$ cat config.mk
export PLATFORM = sky130hd
export DESIGN_NAME = iwc_controller
export DESIGN_NICKNAME = d
export VERILOG_FILES = /design/src/iwc_pkg.sv /design/src/iwc_controller.sv
export VERILOG_INCLUDE_DIRS = /design/src
export SDC_FILE = /design/constraint.sdc
export NUM_CORES = 1
export LEC_CHECK = 0
export BUFFER_PORTS_ARGS = -buffer_cell sky130_fd_sc_hd__buf_2
export CORE_UTILIZATION = 55
export CTS_CLUSTER_SIZE = 25
export DETAILED_ROUTE_END_ITERATION = 16
export PLACE_DENSITY = 0.81
export SLEW_MARGIN = 10
export SYNTH_ARGS = -nofsm -noshare
export SYNTH_HDL_FRONTEND = slang
export SYNTH_SLANG_ARGS = --single-unit
export TNS_END_PERCENT = 5
$ cat constraint.sdc
create_clock -name ref_clk -period 2.95 [get_ports ref_clk]
set_input_delay 0.4425 -clock ref_clk [delete_from_list [all_inputs] [get_ports ref_clk]]
set_output_delay 0.4425 -clock ref_clk [all_outputs]
set_load 0.1 [all_outputs]
$ cat src/iwc_params.svh
`ifndef IWC_PARAMS_SVH
`define IWC_PARAMS_SVH

// ----------------------------------------------------------------------
// Register byte offsets on the Avalon-MM slave
// ----------------------------------------------------------------------
`define IWC_OFS_LINE_EN     8'h00
`define IWC_OFS_REQ_FLAG    8'h04
`define IWC_OFS_EDGE_SEL    8'h08
`define IWC_OFS_CONTROL     8'h0c
`define IWC_OFS_STACK_PTR   8'h10
`define IWC_OFS_STATUS      8'h14

// ----------------------------------------------------------------------
// Field positions and reset values
// ----------------------------------------------------------------------
`define IWC_CTL_GIE_BIT     0
`define IWC_CTL_FAST_BIT    5
`define IWC_EDGE_RESET      14'h1555
`define IWC_STACK_RESET     8'h00

// ----------------------------------------------------------------------
// Vector, edge codes and timing counts
// ----------------------------------------------------------------------
`define IWC_VECTOR_ADDR     16'h0010
`define IWC_EDGE_RISE       2'h1
`define IWC_EDGE_FALL       2'h2
`define IWC_EDGE_BOTH       2'h3
`define IWC_WAKE_NORMAL     12'hbb8
`define IWC_WAKE_FAST       12'h02d
`define IWC_LRC_DIV         16'h0800
`define IWC_EXT_LINES       2

`endif

$ cat src/iwc_pkg.sv
package iwc_pkg;

   // Sequencer states of the controller
   typedef enum logic [2:0] {
      IWC_IDLE,
      IWC_PUSH,
      IWC_POP,
      IWC_SLEEP,
      IWC_WAKE
   } iwc_state_type;

endpackage

$ cat src/iwc_controller.sv
`timescale 1ns/100ps
`include "iwc_params.svh"
// Overview of operation
// - Seven independent interrupt request lines
// - Per-line enable gates each line
// - Hardware sets flags; software clears by writing
// - Edge select: rising, falling or both
// - Global enable, set and cleared by instructions
// - Accept: push PC, pointer+2, disable, vector 0x010
// - Return: pop PC, pointer-2, re-enable, resume
// - Flags set even when line disabled
// - Request flags readable to identify source
// - Save and restore accumulator and flags on stack
// - Three states: on, power-save, power-down
// - Power-save gates system clock, memory off
// - Timers stop in power-save when clock-dependent
// - Power-save wakes on pin, timer, comparator
// - Power-down stops oscillators; pin toggle wakes
// - Pin wake continues program without reset
// - Wake delay 3000 or 45 slow clocks
// - Fast boot option forces fast wake delay
module iwc_controller
   import iwc_pkg::*;
#(
   parameter logic [15:0] LRC_DIV = `IWC_LRC_DIV   // System clocks per slow RC tick
)(
   input  wire logic        ref_clk,
   input  wire logic        reset_n,
   input  wire logic [7:0]  avs_address,
   input  wire logic        avs_read,
   input  wire logic        avs_write,
   input  wire logic [31:0] avs_writedata,
   output logic      [31:0] avs_readdata,
   output logic             avs_waitrequest,
   input  wire logic [6:0]  irq_source,
   input  wire logic        int_ack,
   input  wire logic [15:0] ret_pc,
   input  wire logic        engint_cmd,
   input  wire logic        disgint_cmd,
   input  wire logic        reti_cmd,
   input  wire logic        pushaf_cmd,
   input  wire logic        popaf_cmd,
   input  wire logic        stopexe_cmd,
   input  wire logic        stopsys_cmd,
   input  wire logic [7:0]  acc_in,
   input  wire logic [7:0]  flag_in,
   output logic             int_request,
   output logic             vector_valid,
   output logic             pc_valid,
   output logic      [15:0] pc_out,
   output logic             af_valid,
   output logic      [7:0]  acc_out,
   output logic      [7:0]  flag_out,
   output logic             mem_we,
   output logic             mem_re,
   output logic      [7:0]  mem_addr,
   output logic      [7:0]  mem_wdata,
   input  wire logic [7:0]  mem_rdata,
   input  wire logic [7:0]  port_pin_in,
   input  wire logic [7:0]  port_digital_input_enable,
   input  wire logic [7:0]  port_direction_reg,
   input  wire logic        timer_match,
   input  wire logic        timer_on_sysclk,
   input  wire logic        timer_osc_on,
   input  wire logic        cmp_event,
   input  wire logic        comparator_control_reg_7,
   input  wire logic        comparator_select_reg_6,
   input  wire logic        fast_boot_opt,
   output logic             sysclk_en,
   output logic             prog_mem_on,
   output logic             osc_on,
   output logic             timer_run,
   output logic             wake_done
);

   // -------------------------------------------------------------------
   // State record
   // -------------------------------------------------------------------
   typedef struct packed {
      iwc_state_type state;      // Sequencer state
      logic [1:0]  step;         // Step inside pop
      logic        is_af;        // Stack op moves acc and flags
      logic        down;         // Sleep is power-down
      logic [6:0]  src_s1;       // Sync stage one
      logic [6:0]  src_s2;       // Sync stage two
      logic [6:0]  src_prev;     // Previous level for edges
      logic [7:0]  pin_s1;       // Pin sync stage one
      logic [7:0]  pin_s2;       // Pin sync stage two
      logic [7:0]  pin_prev;     // Previous pin level
      logic [6:0]  flags;        // Request flags
      logic [6:0]  line_en;      // Per-line enables
      logic [13:0] edge_sel;     // Two bits per line
      logic        gie;          // Global enable
      logic        wake_fast;    // Fast wake mode bit
      logic [7:0]  stack_pointer; // Stack pointer
      logic [15:0] lrc_cnt;      // Slow clock divider
      logic        lrc_tick;     // Slow clock enable
      logic [11:0] wake_cnt;     // Slow ticks since wake
      logic [15:0] hold;         // Data in transit
      logic        waitreq;
      logic [31:0] rdata;
      logic        int_req;
      logic        mem_we;
      logic        mem_re;
      logic [7:0]  mem_addr;
      logic [7:0]  mem_wdata;
      logic        vec_valid;
      logic        pc_valid;
      logic [15:0] pc_out;
      logic        af_valid;
      logic [7:0]  acc_out;
      logic [7:0]  flag_out;
      logic        sysclk_en;
      logic        prog_mem_on;
      logic        osc_on;
      logic        timer_run;
      logic        wake_done;
   } iwc_regs_type;

   iwc_regs_type state_reg;      // Registered state
   iwc_regs_type state_next;     // Next state

   // -------------------------------------------------------------------
   // Per-line edge detection
   // -------------------------------------------------------------------
   logic [6:0]  line_level;      // Level seen by edge logic
   logic [6:0]  set_vec;         // Hardware set events
   genvar gi;
   generate
      for (gi = 0; gi < 7; gi++) begin : g_line
         logic rise;
         logic fall;
         logic [1:0] sel;
         // External pins are synchronised, internal sources are not
         assign line_level[gi] = (gi < `IWC_EXT_LINES) ? state_reg.src_s2[gi]
                                                       : irq_source[gi];
         assign rise = line_level[gi] & ~state_reg.src_prev[gi];
         assign fall = ~line_level[gi] & state_reg.src_prev[gi];
         assign sel  = state_reg.edge_sel[2*gi +: 2];
         // Edge choice per line; enable not involved
         assign set_vec[gi] = (rise && sel[0]) || (fall && sel[1]);
      end
   endgenerate

   // -------------------------------------------------------------------
   // Shared combinational terms
   // -------------------------------------------------------------------
   logic        bus_req;         // Any bus request
   logic        bus_done;        // Request completes this edge
   logic [11:0] wake_limit;      // Selected delay in slow ticks
   logic        pin_toggle;      // Digital-input pin changed
   logic        wake_evt;        // Any wake source for this sleep
   logic        idle;            // Core running, no stack op

   assign bus_req    = avs_read || avs_write;
   assign bus_done   = bus_req && !state_reg.waitreq;
   // Fast boot overrides the mode bit
   assign wake_limit = (fast_boot_opt || state_reg.wake_fast) ? `IWC_WAKE_FAST
                                                              : `IWC_WAKE_NORMAL;
   assign pin_toggle = |((state_reg.pin_s2 ^ state_reg.pin_prev)
                         & port_digital_input_enable & port_direction_reg);
   // Timer and comparator only wake power-save
   assign wake_evt   = pin_toggle
                     || (!state_reg.down && timer_match && !timer_on_sysclk)
                     || (!state_reg.down && cmp_event
                         && comparator_control_reg_7 && comparator_select_reg_6);
   assign idle       = state_reg.state == IWC_IDLE;

   // -------------------------------------------------------------------
   // Next-state logic
   // -------------------------------------------------------------------
   always_comb begin
      state_next = state_reg;
      // Pulses default low
      state_next.vec_valid = 1'b0;
      state_next.pc_valid  = 1'b0;
      state_next.af_valid  = 1'b0;
      state_next.wake_done = 1'b0;
      state_next.mem_we    = 1'b0;
      state_next.mem_re    = 1'b0;
      state_next.lrc_tick  = 1'b0;
      // Synchronisers and previous levels
      state_next.src_s1   = irq_source;
      state_next.src_s2   = state_reg.src_s1;
      state_next.src_prev = line_level;
      state_next.pin_s1   = port_pin_in;
      state_next.pin_s2   = state_reg.pin_s1;
      state_next.pin_prev = state_reg.pin_s2;

      // Slow clock divider, held at zero while oscillators are off
      if (!state_reg.osc_on) begin
         state_next.lrc_cnt = 16'h0000;
      end else if (state_reg.lrc_cnt >= LRC_DIV - 16'h0001) begin
         state_next.lrc_cnt  = 16'h0000;
         state_next.lrc_tick = 1'b1;
      end else begin
         state_next.lrc_cnt = state_reg.lrc_cnt + 16'h0001;
      end

      // Avalon slave: one wait cycle, then answer
      state_next.waitreq = !(bus_req && state_reg.waitreq);
      if (bus_req && state_reg.waitreq) begin
         unique case (avs_address)
            `IWC_OFS_LINE_EN:   state_next.rdata = {25'h0, state_reg.line_en};
            // Source identification by reading flags
            `IWC_OFS_REQ_FLAG:  state_next.rdata = {25'h0, state_reg.flags};
            `IWC_OFS_EDGE_SEL:  state_next.rdata = {18'h0, state_reg.edge_sel};
            `IWC_OFS_CONTROL:   state_next.rdata = {26'h0, state_reg.wake_fast,
                                                    4'h0, state_reg.gie};
            `IWC_OFS_STACK_PTR: state_next.rdata = {24'h0, state_reg.stack_pointer};
            `IWC_OFS_STATUS:    state_next.rdata = {27'h0, state_reg.int_req,
                                                    state_reg.down,
                                                    3'(state_reg.state)};
            default:            state_next.rdata = 32'h0000_0000;
         endcase
      end
      // Register writes take effect on the completing edge
      if (bus_done && avs_write) begin
         unique case (avs_address)
            `IWC_OFS_LINE_EN:   state_next.line_en = avs_writedata[6:0];
            // Writing zero clears a flag; ones leave it
            `IWC_OFS_REQ_FLAG:  state_next.flags = state_reg.flags & avs_writedata[6:0];
            `IWC_OFS_EDGE_SEL:  state_next.edge_sel = avs_writedata[13:0];
            `IWC_OFS_CONTROL: begin
               state_next.gie       = avs_writedata[`IWC_CTL_GIE_BIT];
               state_next.wake_fast = avs_writedata[`IWC_CTL_FAST_BIT];
            end
            `IWC_OFS_STACK_PTR: state_next.stack_pointer = avs_writedata[7:0];
            default: ;
         endcase
      end
      // Hardware set wins over a clearing write
      state_next.flags = state_next.flags | set_vec;

      // Sequencer
      unique case (state_reg.state)
         IWC_IDLE: begin
            if (engint_cmd) begin
               state_next.gie = 1'b1;
            end else if (disgint_cmd) begin
               state_next.gie = 1'b0;
            end
            if (int_ack && state_reg.int_req) begin
               // Low byte of return address at the pointer
               state_next.gie       = 1'b0;
               state_next.hold      = ret_pc;
               state_next.mem_we    = 1'b1;
               state_next.mem_addr  = state_reg.stack_pointer;
               state_next.mem_wdata = ret_pc[7:0];
               state_next.is_af     = 1'b0;
               state_next.state     = IWC_PUSH;
            end else if (pushaf_cmd) begin
               // Accumulator then flags onto the stack
               state_next.hold      = {flag_in, acc_in};
               state_next.mem_we    = 1'b1;
               state_next.mem_addr  = state_reg.stack_pointer;
               state_next.mem_wdata = acc_in;
               state_next.is_af     = 1'b1;
               state_next.state     = IWC_PUSH;
            end else if (reti_cmd || popaf_cmd) begin
               // Pop reads the two bytes below the pointer
               state_next.mem_re   = 1'b1;
               state_next.mem_addr = state_reg.stack_pointer - 8'h02;
               state_next.is_af    = popaf_cmd && !reti_cmd;
               state_next.step     = 2'h0;
               state_next.state    = IWC_POP;
            end else if (stopexe_cmd || stopsys_cmd) begin
               // Halt core and switch off program memory
               state_next.sysclk_en   = 1'b0;
               state_next.prog_mem_on = 1'b0;
               state_next.down        = stopsys_cmd;
               // Power-down stops every oscillator
               state_next.osc_on      = !stopsys_cmd;
               // Timers keep running only on their own live clock
               state_next.timer_run   = !stopsys_cmd && !timer_on_sysclk
                                        && timer_osc_on;
               state_next.state       = IWC_SLEEP;
            end
         end
         IWC_PUSH: begin
            // High byte above the pointer, which then advances by two
            state_next.mem_we    = 1'b1;
            state_next.mem_addr  = state_reg.stack_pointer + 8'h01;
            state_next.mem_wdata = state_reg.hold[15:8];
            state_next.stack_pointer = state_reg.stack_pointer + 8'h02;
            state_next.state     = IWC_IDLE;
            if (state_reg.is_af) begin
               state_next.af_valid = 1'b1;
            end else begin
               // Next fetch from the fixed vector
               state_next.vec_valid = 1'b1;
               state_next.pc_out    = `IWC_VECTOR_ADDR;
            end
         end
         IWC_POP: begin
            unique case (state_reg.step)
               2'h0: begin
                  state_next.mem_re   = 1'b1;
                  state_next.mem_addr = state_reg.stack_pointer - 8'h01;
                  state_next.step     = 2'h1;
               end
               2'h1: begin
                  state_next.hold[7:0] = mem_rdata;
                  state_next.step      = 2'h2;
               end
               default: begin
                  state_next.stack_pointer = state_reg.stack_pointer - 8'h02;
                  state_next.state = IWC_IDLE;
                  state_next.step  = 2'h0;
                  if (state_reg.is_af) begin
                     state_next.acc_out  = state_reg.hold[7:0];
                     state_next.flag_out = mem_rdata;
                     state_next.af_valid = 1'b1;
                  end else begin
                     // Resume the interrupted stream, enable back on
                     state_next.pc_out   = {mem_rdata, state_reg.hold[7:0]};
                     state_next.pc_valid = 1'b1;
                     state_next.gie      = 1'b1;
                  end
               end
            endcase
         end
         IWC_SLEEP: begin
            if (wake_evt) begin
               // Restart the slow oscillator and count the delay
               state_next.osc_on   = 1'b1;
               state_next.wake_cnt = 12'h000;
               state_next.state    = IWC_WAKE;
            end
         end
         IWC_WAKE: begin
            if (state_reg.lrc_tick) begin
               if (state_reg.wake_cnt >= wake_limit - 12'h001) begin
                  // Clock back, core continues after the sleep
                  state_next.sysclk_en   = 1'b1;
                  state_next.prog_mem_on = 1'b1;
                  state_next.timer_run   = 1'b1;
                  state_next.down        = 1'b0;
                  state_next.wake_done   = 1'b1;
                  state_next.state       = IWC_IDLE;
               end else begin
                  state_next.wake_cnt = state_reg.wake_cnt + 12'h001;
               end
            end
         end
      endcase

      // Request to core: flag and enable and global enable
      state_next.int_req = state_next.gie && |(state_next.flags & state_next.line_en)
                           && state_next.state == IWC_IDLE;
   end

   // -------------------------------------------------------------------
   // State register
   // -------------------------------------------------------------------
   always_ff @(posedge ref_clk) begin
      if (!reset_n) begin
         state_reg             <= '0;
         state_reg.state       <= IWC_IDLE;
         state_reg.edge_sel    <= `IWC_EDGE_RESET;
         state_reg.stack_pointer <= `IWC_STACK_RESET;
         state_reg.waitreq     <= 1'b1;
         state_reg.sysclk_en   <= 1'b1;
         state_reg.prog_mem_on <= 1'b1;
         state_reg.osc_on      <= 1'b1;
         state_reg.timer_run   <= 1'b1;
      end else begin
         state_reg <= state_next;
      end
   end

   // -------------------------------------------------------------------
   // Outputs straight from flip-flops
   // -------------------------------------------------------------------
   assign avs_readdata    = state_reg.rdata;
   assign avs_waitrequest = state_reg.waitreq;
   assign int_request     = state_reg.int_req;
   assign vector_valid    = state_reg.vec_valid;
   assign pc_valid        = state_reg.pc_valid;
   assign pc_out          = state_reg.pc_out;
   assign af_valid        = state_reg.af_valid;
   assign acc_out         = state_reg.acc_out;
   assign flag_out        = state_reg.flag_out;
   assign mem_we          = state_reg.mem_we;
   assign mem_re          = state_reg.mem_re;
   assign mem_addr        = state_reg.mem_addr;
   assign mem_wdata       = state_reg.mem_wdata;
   assign sysclk_en       = state_reg.sysclk_en;
   assign prog_mem_on     = state_reg.prog_mem_on;
   assign osc_on          = state_reg.osc_on;
   assign timer_run       = state_reg.timer_run;
   assign wake_done       = state_reg.wake_done;
endmodule

==> reports/metrics.yaml, run 1 <==
clock_tree:
  clock_path_buffers: 2
  clk_latency_ns: 0.44
  clkTransAtPathRegs_ns: 0.08
  post_cts_resize_count: 0
  cts_tree: "built"
  ctsHoldBuffers: 0
  htree_levels: 4
  numCtsBuffers: 17
  cts_sinks: 198
  cts_setup_buffers: 0
  cts-root-buf: "clkbuf_16"
routing:
  first_iter_violations: 748
  firstDrtPassIters: 5
  vias: 9045
  drc: 0
  via_per_inst: 5.84
  ant_nets: 0
  post_drt_wl_per_cell_um: 16.5
  wl_um: 25500
logic_synthesis:
  synth_top_cells_by_area: "dfxtp_1 40%, buf_4 6.2%, nand2_1 6.1%"
  synth-edff-count: 0
  synth_cells: 1197
  syn_area_um2: 9820
  ys_seq_area_frac: 0.404
  ys_warn_count: 0
  yosys.cell_types.count: 75
  syn_avg_cell_area_um2: 8.21
  async_flop_share: 0
  ys_seq_elements: 198
  yosys.area.top_type: "dfxtp_1"
  synth_top_area_share: 0.404
  synthFlopType: "dfxtp_1"
  yosysMostFrequentCell: "dfxtp_1"
  synth_commonest_cells: "198 x dfxtp_1, 159 x nand2_1, 116 x nor2_1, 103 x a21oi_1, 81 x buf_4"
grt:
  grt_overflow: 0
  grt_max_degree: 76
  grt_usage: 0.275
  grt_first_pass_wirelength_um: 39900
  antenna_found_initial: 0
  grt_pass1_vias: 8063
placed_design:
  dpl_cell_area_um2: 10500
  hpwl_um: 18400
  gp_congestion: 0.935
  io_buffers: 185
sta:
  worstMarginPinSlew_ns: 0.830
  finalSetupViolCount: 0
  rsz0062_at_grt: "false"
  finalCritPeriodShare: 0.909
  fmax_mhz: 373
  holdWs_ns: 0.206
  hold_viol_final: 0
  skew_ns: 0.00996
  max_slew_margin: 0.446
  tns_ns: 0
  slew_viol_final: 0
  finalCriticalPeriod_ns: 2.68
final_layout:
  largest_reg_flops: 91
  syn_to_final_growth_pct: 13.0
  finalNetCount: 1453
  final_cell_area_um2: 11100
  num_antenna_cells: 0
  layout-drive-gt1-share: 0.206
floorplan:
  num_rows: 48
  start_util: 0.566
  ios: 222
  fp.dieArea_um2: 18400
  die_x_um: 136
  die_h_um: 136
  coreArea_um2: 17400
power:
  power_w: 0.00664
  p_int_w: 0.00438
  pwr-share-clk: 0.360
  power.switching_w: 0.00225
  p_leak_nw: 4.72
  power_frac_seq: 0.438
  combinationalPowerShare: 0.202
  switching_share: 0.340
  p_per_area_nw_per_um2: 598
  peakVddDrop_v: 0.000460
setup_path:
  reg2reg_depth: 9
  arrival_ns: 3.05
  r2r_end: "state_reg[114]"
  critical_path_class: "flip-flop to flip-flop"
  endpoint_kind: "flip-flop"
  worstPathRequired_ns: 3.32
  worst-path-max-fanout: 11
  worst-r2r-setup-slack_ns: 0.27
  crit-reg2reg-launch: "state_reg[145]"
  critPathLaunchType: "flip-flop"
job:
  cap_viol_max_count: 0
min_path:
  min_from: "irq_source[0]"
  holdPathStages: 2
  worst_hold_path_type: "input pin to flip-flop"
  hold_end: "state_next[206]"
outcome:
  status: "finished clean"
## cell usage in the layout, fill, tap and decap left out, types with 5 or more instances in the layout
cell type,instances
nand4_1,6
a221oi_1,23
mux2_2,7
mux2i_1,38
o22ai_1,9
nor2_1,116
a21oi_1,103
buf_2,185
o21ai_0,44
conb_1,22
nor3b_1,9
buf_4,33
a31oi_1,14
xor2_1,9
nand2_1,159
xnor2_1,10
nand3_1,37
a22oi_1,9
inv_1,23
nand2b_1,5
clkbuf_16,17
or4_1,7
o31ai_1,14
and3b_1,9
nor3_1,24
a311oi_1,10
and2_1,47
dfxtp_1,198
or3_1,7
ha_1,13
nand3b_1,14
a211oi_1,13
and3_1,8
## cell families (layout without fill, tap and decap cells)
logic type               count (synthesis)  in the layout  share of synthesized area
AO/OA/AOI/OAI                          278            278                      0.181
XOR/XNOR                                19             19                     0.0169
adder cells (fa/ha/maj)                 13             13                     0.0166
buffers and inverters                  169            274                     0.0977
flip-flops                             198            198                      0.404
multiplexers                            45             45                     0.0468
other                                    1             22                   0.000382
AND/OR/NAND/NOR                        474            474                      0.237
## worst max path at each step
| stage | start | end | slack (ns) |
|---|---|---|---|
| 3_5_place_dp | fast_boot_opt | state_reg[114] | 0.18 |
| 4_1_cts | state_reg[145] | state_reg[114] | 0.26 |
| 6_report | state_reg[145] | state_reg[114] | 0.27 |
| 3_3_place_gp | fast_boot_opt | state_reg[118] | 0.24 |
| 5_1_grt | state_reg[145] | state_reg[117] | 0.12 |
| 2_1_floorplan | fast_boot_opt | state_reg[118] | 0.35 |
## layer usage
metal | vias up | GRT usage | share of wire
li1 | 4358 | - | -
met2 | 430 | 0.446 | 0.46
met5 | - | 0 | 0
met3 | 50 | 0.0505 | 0.082
met1 | 4207 | 0.365 | 0.43
met4 | 0 | 0.0943 | 0.019
## power groups by stage
stage                     combinational (W)  sequential [W]  clock, W
after floorplan                     0.00105         0.00298         0
after global placement              0.00131         0.00296         0
after detailed placement            0.00132         0.00297         0
after CTS                           0.00133         0.00290   0.00241
after global routing                0.00143         0.00292   0.00253
final                               0.00134         0.00291   0.00239
## critical path, stage by stage, from the launching register on
cell and delay, ns:
dfxtp_1 0.39, nor2_1 0.21, inv_1 0.16, ha_1 0.32
a211o_1 0.27, a211oi_2 0.30, a31oi_1 0.15, buf_4 0.19
or4_1 0.47, a21oi_1 0.15
## cell type report
cell class / instances / area, um2
fill: 1495 / 6260
multi-input combinational: 851 / 4980
sequential: 198 / 3960
timing repair buffer: 218 / 1170
clock buffer: 17 / 425
tap: 225 / 282
clock inverter: 15 / 188
inverter: 24 / 90.1
## through the flow
stage	worst slack, ns	utilization	std cells
CTS	0.256	0.639	1547
floorplan	0.348	-	1218
detailed placement	0.182	0.604	1515
global placement	0.244	0.604	1515
global route	0.122	0.639	1548
finish	0.268	0.639	1548
(Power assumes the default switching activity.)
==> inputs of run 2 (changes only) <==
--- a/config.mk
+++ b/config.mk
@@ -10,7 +10,7 @@
 export CORE_UTILIZATION = 55
 export CTS_CLUSTER_SIZE = 25
 export DETAILED_ROUTE_END_ITERATION = 16
-export PLACE_DENSITY = 0.81
+export PLACE_DENSITY = 0.92
 export SLEW_MARGIN = 10
 export SYNTH_ARGS = -nofsm -noshare
 export SYNTH_HDL_FRONTEND = slang
==> run 2 against run 1 <==
Wire length grew 1.5%; core utilization shrank 0.11 points; total power grew 1.5%; combinational power is essentially flat; global-route usage grew 0.67 points; first-iteration DRC count grew 12%; highest routed layer unchanged.
==> reports/metrics.yaml, run 2 (synthesized netlist as in run 1, its figures left out) <==
sta:
  worstMarginPinSlew_ns: 1.09  # +0.264 ns
  finalCriticalPeriod_ns: 2.65  # -0.0296 ns
  hold_viol_final: 0  # unchanged
  finalCritPeriodShare: 0.899  # -0.0100
  skew_ns: 0.0123  # +0.00230 ns
  slew_viol_final: 0  # unchanged
  finalSetupViolCount: 0  # unchanged
  tns_ns: 0  # unchanged
  fmax_mhz: 377  # +1.1%
  max_slew_margin: 0.265  # -0.181
  rsz0062_at_grt: "false"
grt:
  grt_pass1_vias: 8254  # +2.4%
  antenna_found_initial: 1  # +1
  grt_max_degree: 64  # -16%
  grt_first_pass_wirelength_um: 40500  # +1.5%
  grt_overflow: 0  # unchanged
  grt_usage: 0.282  # +0.00667
clock_tree:
  cts_tree: "built"
  cts_sinks: 198  # unchanged
  htree_levels: 4  # unchanged
  cts_setup_buffers: 0  # unchanged
  clock_path_buffers: 2  # unchanged
  ctsHoldBuffers: 0  # unchanged
  clk_latency_ns: 0.44  # about the same
  numCtsBuffers: 17  # unchanged
  cts-root-buf: "clkbuf_16"
  clkTransAtPathRegs_ns: 0.07  # about the same
  post_cts_resize_count: 0  # unchanged
setup_path:
  r2r_end: "state_reg[115]"
  endpoint_kind: "flip-flop"
  critical_path_class: "flip-flop to flip-flop"
  worst-r2r-setup-slack_ns: 0.30  # +0.03 ns
  worst-path-max-fanout: 11  # unchanged
  worstPathRequired_ns: 3.31  # about the same
  arrival_ns: 3.01  # -0.04 ns
  reg2reg_depth: 9  # unchanged
  crit-reg2reg-launch: "state_reg[145]"
  critPathLaunchType: "flip-flop"
min_path:
  min_from: "irq_source[1]"
  worst_hold_path_type: "input pin to flip-flop"
  hold_end: "state_next[207]"
  holdPathStages: 2  # unchanged
power:
  peakVddDrop_v: 0.000456  # -0.81%
  p_leak_nw: 4.71  # -0.31%
  p_per_area_nw_per_um2: 608  # +1.6%
job:
  cap_viol_max_count: 0  # unchanged
final_layout:
  layout-drive-gt1-share: 0.203  # -0.00301
  final_cell_mix: "198 x dfxtp_1, 185 x buf_2, 159 x nand2_1"
  syn_to_final_growth_pct: 12.8
  mostFrequentLayoutCell: "dfxtp_1"
  final_cells: 1544  # -0.26%
  finalNetCount: 1448  # -0.34%
  largest_reg_flops: 91  # unchanged
routing:
  wl_met2_um: 12200  # +3.0%
  wl_um: 25900  # +1.5%
  routed.top_layer: "met4"
  ant_nets: 0  # unchanged
  via_per_inst: 5.85  # +0.17%
  post_drt_wl_per_cell_um: 16.8  # +1.7%
  wl_met1_um: 10500  # -5.5%
  firstDrtPassIters: 5  # unchanged
  wl_met3_um: 2370  # +13%
  first_iter_violations: 837  # +12%
  vias: 9037  # -0.088%
  drc: 0  # unchanged
placed_design:
  io_buffers: 185  # unchanged
  gp_congestion: 0.930  # -0.55%
  dp.cells: 1511  # -0.26%
  hpwl_um: 18600  # +0.90%
floorplan:
  ios: 222  # unchanged
  die_x_um: 136  # unchanged
  die_h_um: 136  # unchanged
  fp.dieArea_um2: 18400  # unchanged
  num_rows: 48  # unchanged
  start_util: 0.566  # unchanged
  coreArea_um2: 17400  # unchanged
outcome:
  status: "finished clean"
==> run 2: worst max path at each step <==
stage | from | endpoint | slack [ns] | cells past startpoint
after detailed placement | fast_boot_opt | state_reg[115] | 0.18 | 10
after global placement | fast_boot_opt | state_reg[115] | 0.21 | 10
final | state_reg[145] | state_reg[115] | 0.30 | 9
after floorplan | fast_boot_opt | state_reg[118] | 0.35 | 9
after CTS | state_reg[145] | state_reg[115] | 0.30 | 9
after global routing | state_reg[145] | int_request | 0.15 | 9
==> run 2: cell type report <==
class | count | area (um2)
timing repair buffer | 213 | 1140
multi-input combinational | 851 | 4980
sequential | 198 | 3960
tap | 225 | 282
inverter | 24 | 90.1
clock buffer | 18 | 439
clock inverter | 14 | 190
fill | 1433 | 6280
antenna | 1 | 2.50
==> run 2: layer usage <==
metal,up-vias,GRT usage
met2,492,0.467
met4,0,0.130
met3,81,0.0610
met1,4139,0.347
li1,4325,-
met5,-,0
==> run 2: per-stage QoR <==
step	total power (W)	util	worst slack, ns	instance area [um2]	hold WS (ns)
after CTS	0.00675	0.638	0.301	11100	0.195
after global placement	0.00427	0.602	0.214	10400	0.413
final	0.00673	0.638	0.297	11100	0.214
after floorplan	0.00402	-	0.348	9900	0.412
after global routing	0.00699	0.638	0.154	11100	0.200
after detailed placement	0.00430	0.602	0.178	10400	0.417
==> run 2: where the power goes <==
part	internal (W)	switching [W]	total [W]
clock network	0.00139	0.00109	0.00247
registers	0.00280	0.000109	0.00291
logic	0.000365	0.000986	0.00135
==> run 2: critical path, stage by stage (launching register included) <==
cell and delay (ns):
dfxtp_1 0.37, nor2_1 0.19, inv_1 0.16, ha_1 0.32, a211o_1 0.27, a211oi_2 0.29
a31oi_1 0.15, buf_4 0.19, or4_1 0.47, a21oi_1 0.17
